File: src/design/pup_params.svh
// register offsets, reset values and pin masks for the port u pin block
`ifndef PUP_PARAMS_SVH
`define PUP_PARAMS_SVH
`define PUP_OFF_LATCH     12'h000
`define PUP_OFF_PIN_IN    12'h004
`define PUP_OFF_DIR       12'h008
`define PUP_OFF_RSVD      12'h00c
`define PUP_OFF_PULL_EN   12'h010
`define PUP_OFF_PULL_POL  12'h014
`define PUP_OFF_SLEW      12'h018
`define PUP_RST_BYTE      8'h00
`define PUP_RSVD_VALUE    8'h00
`define PUP_EVEN_MASK     8'h55
`define PUP_ODD_MASK      8'haa
`endif

File: src/design/pup_pkg.sv
// types shared by the port u pin block
package pup_pkg;
  // per-pin alternate function requests
  typedef struct packed {
    logic [7:0] sdd_en;    // stall detect drive owns pin
    logic [7:0] sdd_out;   // stall detect drive level
    logic [7:0] pwm_en;    // motor pwm owns pin
    logic [7:0] pwm_out;   // motor pwm level
    logic [7:0] tmr_en;    // timer output compare enabled (even pins)
    logic [7:0] tmr_out;   // timer output level
  } pup_alt_s;
  // per-pin pad controls
  typedef struct packed {
    logic [7:0] out;       // output level
    logic [7:0] oe;        // output enable
    logic [7:0] pull_up;   // pull-up active
    logic [7:0] pull_dn;   // pull-down active
    logic [7:0] slew_lim;  // slew limiting on
    logic [7:0] ibe;       // input buffer enable
  } pup_pad_s;
  // owner of a pin
  typedef enum logic [3:0] {
    PUP_OWN_GPIO = 4'h1,
    PUP_OWN_TMR  = 4'h2,
    PUP_OWN_PWM  = 4'h4,
    PUP_OWN_SDD  = 4'h8
  } pup_owner_e;
endpackage

File: src/design/pup_port.sv
// port u pin control: registers, pin ownership and pad controls
//
// Functional notes
// - latch read gives latch where direction bit set, pin otherwise
// - odd pins: stall drive, then pwm, then gpio
// - even pins: stall, pwm, timer, then gpio
// - timer owns even pin only when channel enabled
// - pin input read always returns buffered pins
// - writes to pin input register are ignored
// - direction bit one output, zero input
// - enabled motor pwm forces pin to output
// - enabled timer compare forces even pin output
// - readback may lag direction change two cycles
// - reserved location reads zero, ignores writes
// - pull acts only while pin is input
// - all pull devices disabled after reset
// - polarity one pull-down, zero pull-up
// - polarity also selects active interrupt edge
// - slew bit limits slew, disables input buffer
`timescale 1ns/1ps
`include "pup_params.svh"

module pup_port (
  input  wire logic            clk_sys,     // bus clock
  input  wire logic            rst_b,       // async reset, active low
  input  wire logic            psel,        // apb select
  input  wire logic            penable,     // apb access phase
  input  wire logic            pwrite,      // apb direction
  input  wire logic [11:0]     paddr,       // apb byte address
  input  wire logic [31:0]     pwdata,      // apb write data
  output logic      [31:0]     prdata,      // apb read data
  output logic                 pready,      // apb ready
  output logic                 pslverr,     // apb error
  input  wire pup_pkg::pup_alt_s alt,       // alternate function requests
  input  wire logic [7:0]      pin_in,      // pad input levels (async)
  output pup_pkg::pup_pad_s    pad,         // pad controls
  output logic      [7:0]      edge_rise_sel // per-pin active edge: 1 rising
);

  // software registers, synchroniser and bus state
  logic [7:0] latch_r;       // output latch
  logic [7:0] dir_r;         // direction
  logic [7:0] pull_en_r;     // pull enable
  logic [7:0] pull_pol_r;    // pull polarity
  logic [7:0] slew_r;        // slew control
  logic [7:0] sync1_r;       // synchroniser first stage
  logic [7:0] sync2_r;       // synchronised pin level
  logic [31:0] rdata_r;      // registered read data
  logic       ready_r;       // access answered

  // bus decode
  wire        setup_w   = psel & ~penable;
  wire        access_w  = psel & penable & ready_r;
  wire        wr_w      = access_w & pwrite;
  wire        hit_latch = paddr == `PUP_OFF_LATCH;
  wire        hit_pin   = paddr == `PUP_OFF_PIN_IN;
  wire        hit_dir   = paddr == `PUP_OFF_DIR;
  wire        hit_rsvd  = paddr == `PUP_OFF_RSVD;
  wire        hit_pen   = paddr == `PUP_OFF_PULL_EN;
  wire        hit_pol   = paddr == `PUP_OFF_PULL_POL;
  wire        hit_slew  = paddr == `PUP_OFF_SLEW;
  wire        hit_any   = hit_latch | hit_pin | hit_dir | hit_rsvd | hit_pen | hit_pol | hit_slew;

  // pin ownership per pin
  wire [7:0]  tmr_own   = alt.tmr_en & `PUP_EVEN_MASK;
  wire [7:0]  own_sdd   = alt.sdd_en;
  wire [7:0]  own_pwm   = alt.pwm_en & ~own_sdd;
  wire [7:0]  own_tmr   = tmr_own & ~alt.pwm_en & ~own_sdd;
  wire [7:0]  own_gpio  = ~(own_sdd | own_pwm | own_tmr);

  // effective direction: pwm and timer compare force output
  wire [7:0]  force_out = alt.pwm_en | (tmr_own & ~alt.pwm_en);
  wire [7:0]  is_out    = dir_r | force_out | own_sdd;
  wire [7:0]  is_in     = ~is_out;

  // readback of the latch register
  wire [7:0]  latch_rd  = (dir_r & latch_r) | (~dir_r & sync2_r);

  // read mux
  wire [7:0]  rd_byte   = hit_latch ? latch_rd :
                          hit_pin   ? sync2_r :
                          hit_dir   ? dir_r :
                          hit_pen   ? pull_en_r :
                          hit_pol   ? pull_pol_r :
                          hit_slew  ? slew_r :
                          `PUP_RSVD_VALUE;

  // apb answer, no wait states
  assign prdata  = rdata_r;
  assign pready  = ready_r;
  assign pslverr = ready_r & ~hit_any;

  // pad drive
  assign pad.out      = (own_sdd & alt.sdd_out) | (own_pwm & alt.pwm_out) |
                        (own_tmr & alt.tmr_out) | (own_gpio & latch_r);
  assign pad.oe       = is_out;
  assign pad.pull_up  = pull_en_r & is_in & ~pull_pol_r;
  assign pad.pull_dn  = pull_en_r & is_in & pull_pol_r;
  assign pad.slew_lim = slew_r;
  assign pad.ibe      = ~slew_r;
  assign edge_rise_sel = pull_pol_r;

  // ready and read data capture
  always_ff @(posedge clk_sys or negedge rst_b)
  begin
    if (!rst_b)
    begin
      ready_r <= 1'b0;
      rdata_r <= 32'h0000_0000;
    end
    else
    begin
      ready_r <= setup_w;
      rdata_r <= (setup_w & ~pwrite) ? {24'h00_0000, rd_byte} : 32'h0000_0000;
    end
  end

  // pin synchroniser
  always_ff @(posedge clk_sys or negedge rst_b)
  begin
    if (!rst_b)
    begin
      sync1_r <= `PUP_RST_BYTE;
      sync2_r <= `PUP_RST_BYTE;
    end
    else
    begin
      sync1_r <= pin_in;
      sync2_r <= sync1_r;
    end
  end

  // register writes; pin input and reserved take none
  always_ff @(posedge clk_sys or negedge rst_b)
  begin
    if (!rst_b)
    begin
      latch_r    <= `PUP_RST_BYTE;
      dir_r      <= `PUP_RST_BYTE;
      pull_en_r  <= `PUP_RST_BYTE;
      pull_pol_r <= `PUP_RST_BYTE;
      slew_r     <= `PUP_RST_BYTE;
    end
    else if (wr_w)
    begin
      if (hit_latch) latch_r <= pwdata[7:0];
      if (hit_dir)   dir_r <= pwdata[7:0];
      if (hit_pen)   pull_en_r <= pwdata[7:0];
      if (hit_pol)   pull_pol_r <= pwdata[7:0];
      if (hit_slew)  slew_r <= pwdata[7:0];
      // pin input and reserved writes dropped
    end
  end

endmodule

File: config.mk
export PLATFORM = sky130hd
export DESIGN_NAME = pup_port
export DESIGN_NICKNAME = d
export VERILOG_FILES = /design/src/design/pup_pkg.sv /design/src/design/pup_port.sv
export VERILOG_INCLUDE_DIRS = /design/src /design/src/design
export SDC_FILE = /design/constraint.sdc
export NUM_CORES = 1
export LEC_CHECK = 0
export BUFFER_PORTS_ARGS = -buffer_cell sky130_fd_sc_hd__buf_2
export CAP_MARGIN = 20
export CORE_MARGIN = 5
export CORE_UTILIZATION = 45
export DETAILED_ROUTE_END_ITERATION = 6
export HOLD_SLACK_MARGIN = 0.02
export PLACE_DENSITY = 0.81
export SLEW_MARGIN = 40
export SYNTH_ARGS = -nofsm -noshare
export SYNTH_HDL_FRONTEND = slang
export SYNTH_SLANG_ARGS = --single-unit
File: constraint.sdc
create_clock -name clk_sys -period 2.75 [get_ports clk_sys]
set_clock_uncertainty 0.2 [all_clocks]
set_input_delay 0.55 -clock clk_sys [delete_from_list [all_inputs] [get_ports clk_sys]]
set_output_delay 0.55 -clock clk_sys [all_outputs]
set_load 0.02 [all_outputs]
==> Word-level counts from Yosys, hierarchy flattened <==
Index checks and enable logic that the tools add are counted.
Widths: inputs -> output; s select.
{ "op_classes": {"eq_ne": 6, "mux": 7, "bitwise_logic": 43, "reduce_logical": 6} }
{ "op_table": {"columns": ["cell", "n"], "rows": [
  ["$and 8x8->8", 11],
  ["$or 8x8->8", 9],
  ["$mux 8", 7],
  ["$not 8->8", 7],
  ["$eq 12x5->1 const B", 3],
  ["$eq 12x4->1 const B", 2],
  ["$eq 12x3->1 const B", 1],
  ["$logic_not 12->1", 1],
  ["$reduce_and 2->1", 5],
  ["$and 7x8->8", 1],
  ["$and 1x1->1", 6],
  ["$or 1x1->1", 6],
  ["$not 1->1", 3]
]} }
{ "totals": {"reg_bits": 65, "out_inout_bits": 90} }

==> Longest topological paths before layout <==
{ "depth": {"word_depth": 9, "depth_mapped": 7} }

==> Worst setup path before layout <==
Ideal clock, no wire load.
{ "synth_timing": {"kind": "input to register", "start": "input paddr[9]", "end": "register latch_r[0]", "setup_ns": 0.125, "t_arrival_ns": 2.353, "slack_ns": 0.072, "stages": 6, "n_path_buf": 2, "path_cell_list": "or4_1 > buf_2 > or4_4 > buf_6 > nor2_8 > mux2_4"} }
{ "synth_via": {"elab_chain_len": 2} }
{ "synth_lines": {"columns": ["item", "line", "rtl"], "rows": [
  ["start: declaration", "pup_port.sv:29", "input wire logic [11:0] paddr,"],
  ["$logic_not 12->1 (no source line)", null, null],
  ["$reduce_and 2->1 (no source line)", null, null],
  ["end signal: assignment", "pup_port.sv:138", "latch_r <= `PUP_RST_BYTE;"],
  ["end signal: assignment", "pup_port.sv:146", "if (hit_latch) latch_r <= pwdata[7:0];"],
  ["end: declaration", "pup_port.sv:41", "logic [7:0] latch_r;"]
]} }
No other way between the ends.
A chain may end at the register's enable or synchronous reset.

==> Worst setup path in the final report <==
{ "layout_timing": {"start": "input paddr[9]", "end": "output pslverr"} }
{ "layout_via": {"elab_chain_len": 9, "elab_cells_between_ends": 15, "classes_between": "eq/ne: 6; bitwise: 8; reduce/logical: 1"} }
{ "layout_lines": {"columns": ["item", "line", "rtl"], "rows": [
  ["$eq 12x3->1 (no source line) / $logic_not 12->1 (equally long branches)", null, null],
  ["$or 1x1->1 (5 in a row)", "pup_port.sv:62", "wire hit_any = hit_latch | hit_pin | hit_dir | hit_rsvd | hit_pen | hit_pol | hit_slew;"],
  ["$or 1x1->1 *", "pup_port.sv:62", null],
  ["$not 1->1 *", "pup_port.sv:91", "assign pslverr = ready_r & ~hit_any;"],
  ["$and 1x1->1 *", "pup_port.sv:91", null],
  ["end: declaration", "pup_port.sv:33", "output logic pslverr,"]
]} }
Mark *: on every way between the ends. The rest lies on a longest branch, timed or not.

==> results.md <==
* Outcome: finished clean
* Vias at 3,091
* CTS buffer count at 9
* Total GRT Usage at 0.197
* Sequential fraction of the synthesis area at 0.466
* Chip width at just under 100 microns
* Clk_lat worst skew at 330 ps
* Yosys warnings at 0
* Slew at the pin closest to its max-slew limit at just over 600 ps
* Clk pin slew, worst setup/hold paths at 70 ps
* Die footprint at 0.00962 sq mm
* Leak at roughly 2.4 nW
* Clock Sinks at between 60 and 70
* Post_cts resized at 0
* Sequential share of power at 0.459
* Achievable Freq at roughly 0.38 GHz
* Ys async rst share at 1.00
* Dpl ws at approximately 1.5 ps
* Worst Path Arrival at 1890 ps
* CP Max Fanout at 6
* Num ports at 195
* Slew margin rel. at 0.592
* GRT overflow at 0
* Internal power at 0.00159 W
* DRC viols at 0
* Vias in the first global route at 3,109
* Worst VDD drop at 0.355 mV
* Power per cell area at 466 mW/mm^2
* Worst reg-to-reg path cell count at 5
* Global-route wire length before repair at between 15 and 20 mm
* EDFF count, synth at 0
* Crit path from: paddr[9]
* Mapped Avg Cell Area at around 10 sq um
* Crit start category: input pin
* Req. time, crit path at 2000 ps
* Nets at 599
* Most frequent cells in the layout: buf_2, dfrtp_1, o21ai_0
* Final setup margin at 106 ps
* Net Sw Frac at 0.252
* 1st-pass router iterations at 4
* Initial antenna violation count at 0
* Core Area at 0.00765 sq mm
* CTS H-tree depth at 3
* RSZ-0062 raised after global routing: no
* # setup viols final at 0
* Reg2reg end: dir_r[4]
* Final core occ at 0.596
* Yosys reg bits at 65
* P_sw at about 0.00053 W
* CTS tree: done
* Wirelength per Cell at around 16 microns
* Vias per cell at 5.14
* Main synth FF type: dfrtp_1
* Port bufs at 138
* Commonest non-fill, non-tap cell in the layout: buf_2
* Die Y-Extent at between 90 and 100 microns
* Clock Power Share at 0.428
* Max Buffers Root-to-Sink at 2
* Gp weighted congestion at 0.852
* Tcrit/Tclk final at 0.962
* Crit path kind: in2out
* Yosys cell types at between 40 and 50
* Postcts setup bufs at 0
* Drt initial violations at between 100 and 150
* Max-Cap Viols at 0
* R2r setup slk at 730 ps
* N_diodes at 0
* CP Capture Type: primary output
* Mapped Area at 0.00349 sq mm
* Worst hold path class: in2async
* P&R area growth vs syn at 30.5%
* Initial core utilization at 0.456
* Post-DP HPWL at 7.60 mm
* Fin Setup TNS at 0 ps
* Root Driver: clkbuf_8
* Cells after Synth at 337
* Final hold viol count at 0
* Total routed wirelength at 9.58 mm
* Tot Pwr at 0.00212 W
* Comb pwr share at 0.113
* Num rows at 32
* Share of layout cells above drive strength 1 at 0.441
* Tmin final at 2640 ps
* Final slew viol count at 0
* CP endpoint: pslverr
* Hold Buf Count CTS at 0
* Largest net degree at the start of global routing at 42
* R2R Path Start: pready
* Final ANT Viol Nets at 0
## per-layer routing
metal  track usage  wire [microns]  vias up
met4        0.0671             165        0
met1         0.243            3900     1463
met5             0               0        -
met2         0.346            4770      138
li1              -               -     1475
met3        0.0379             744       15
## cells by family after synthesis
| kind of cell | Yosys count | share of synthesized area |
|---|---|---|
| AO/OA/AOI/OAI | 61 | 0.106 |
| buffers and inverters | 58 | 0.0939 |
| flip-flops | 65 | 0.466 |
| multiplexers | 50 | 0.165 |
| other | 1 | 0.00107 |
| AND/OR/NAND/NOR | 102 | 0.168 |
## synth_stat cells (6+ instances only)
cell type  number  share of area
a21oi_1        12          0.017
and3_1          8          0.014
buf_4          24          0.052
dfrtp_1        65           0.47
inv_1          23          0.025
mux2_2         26          0.084
mux2_4          8          0.034
mux2i_1        14          0.040
nand2_1        18          0.019
nand3_1        13          0.019
nor2_1         22          0.024
nor3_1          6         0.0086
nor4_1          7          0.013
o21ai_0        27          0.039
## state kept, by name, indices dropped and copies added, names as in the netlist
name,flops
sync1_r,8
edge_rise_sel,8
dir_r,8
latch_r,8
prdata,8
sync2_r,8
slew_r,8
pull_en_r,8
pready,1
## power by group through the flow
stage	registers, W	logic (W)	clock network [W]
2_1_floorplan	0.000992	0.000144	0
6_report	0.000974	0.000240	0.000910
5_1_grt	0.000975	0.000263	0.000954
4_1_cts	0.000974	0.000240	0.000918
3_3_place_gp	0.000992	0.000232	0
3_5_place_dp	0.000993	0.000239	0
## cell type report
cell class / count / area (sq um)
Sequential cell: 65 / 1630
Timing Repair Buffer: 158 / 853
Clock inverter: 6 / 91.3
Clock buffer: 10 / 138
Tap cell: 102 / 128
Fill cell: 671 / 3090
Multi-Input combinational cell: 237 / 1630
Inverter: 23 / 86.3
## metrics by stage
| stage | area (sq um) | hold WS [ps] | cells |
|---|---|---|---|
| 2_1_floorplan | 3580 | 54.4 | 360 |
| 3_3_place_gp | 4320 | 131 | 585 |
| 3_5_place_dp | 4320 | 136 | 585 |
| 4_1_cts | 4550 | 24.8 | 601 |
| 5_1_grt | 4560 | 59.6 | 601 |
| 6_report | 4560 | 23.7 | 601 |
## critical path, cell delays in order
cell and delay, ps:
buf_2 100, or4_1 550, buf_4 190, nor3_2 220, a21boi_0 110, buf_2 180
## how the worst min path moves through the flow
stage,startpoint,endpoint,slack (ps),depth (start not counted)
after detailed placement,sync1_r[3],sync2_r[3],140,0
after floorplan,rst_b,dir_r[0],50,0
after global placement,sync1_r[7],sync2_r[7],130,0
after global routing,rst_b,sync1_r[6],60,1
after CTS,rst_b,prdata[0],20,1
final,rst_b,slew_r[6],20,1
(Power assumes the default switching activity.)
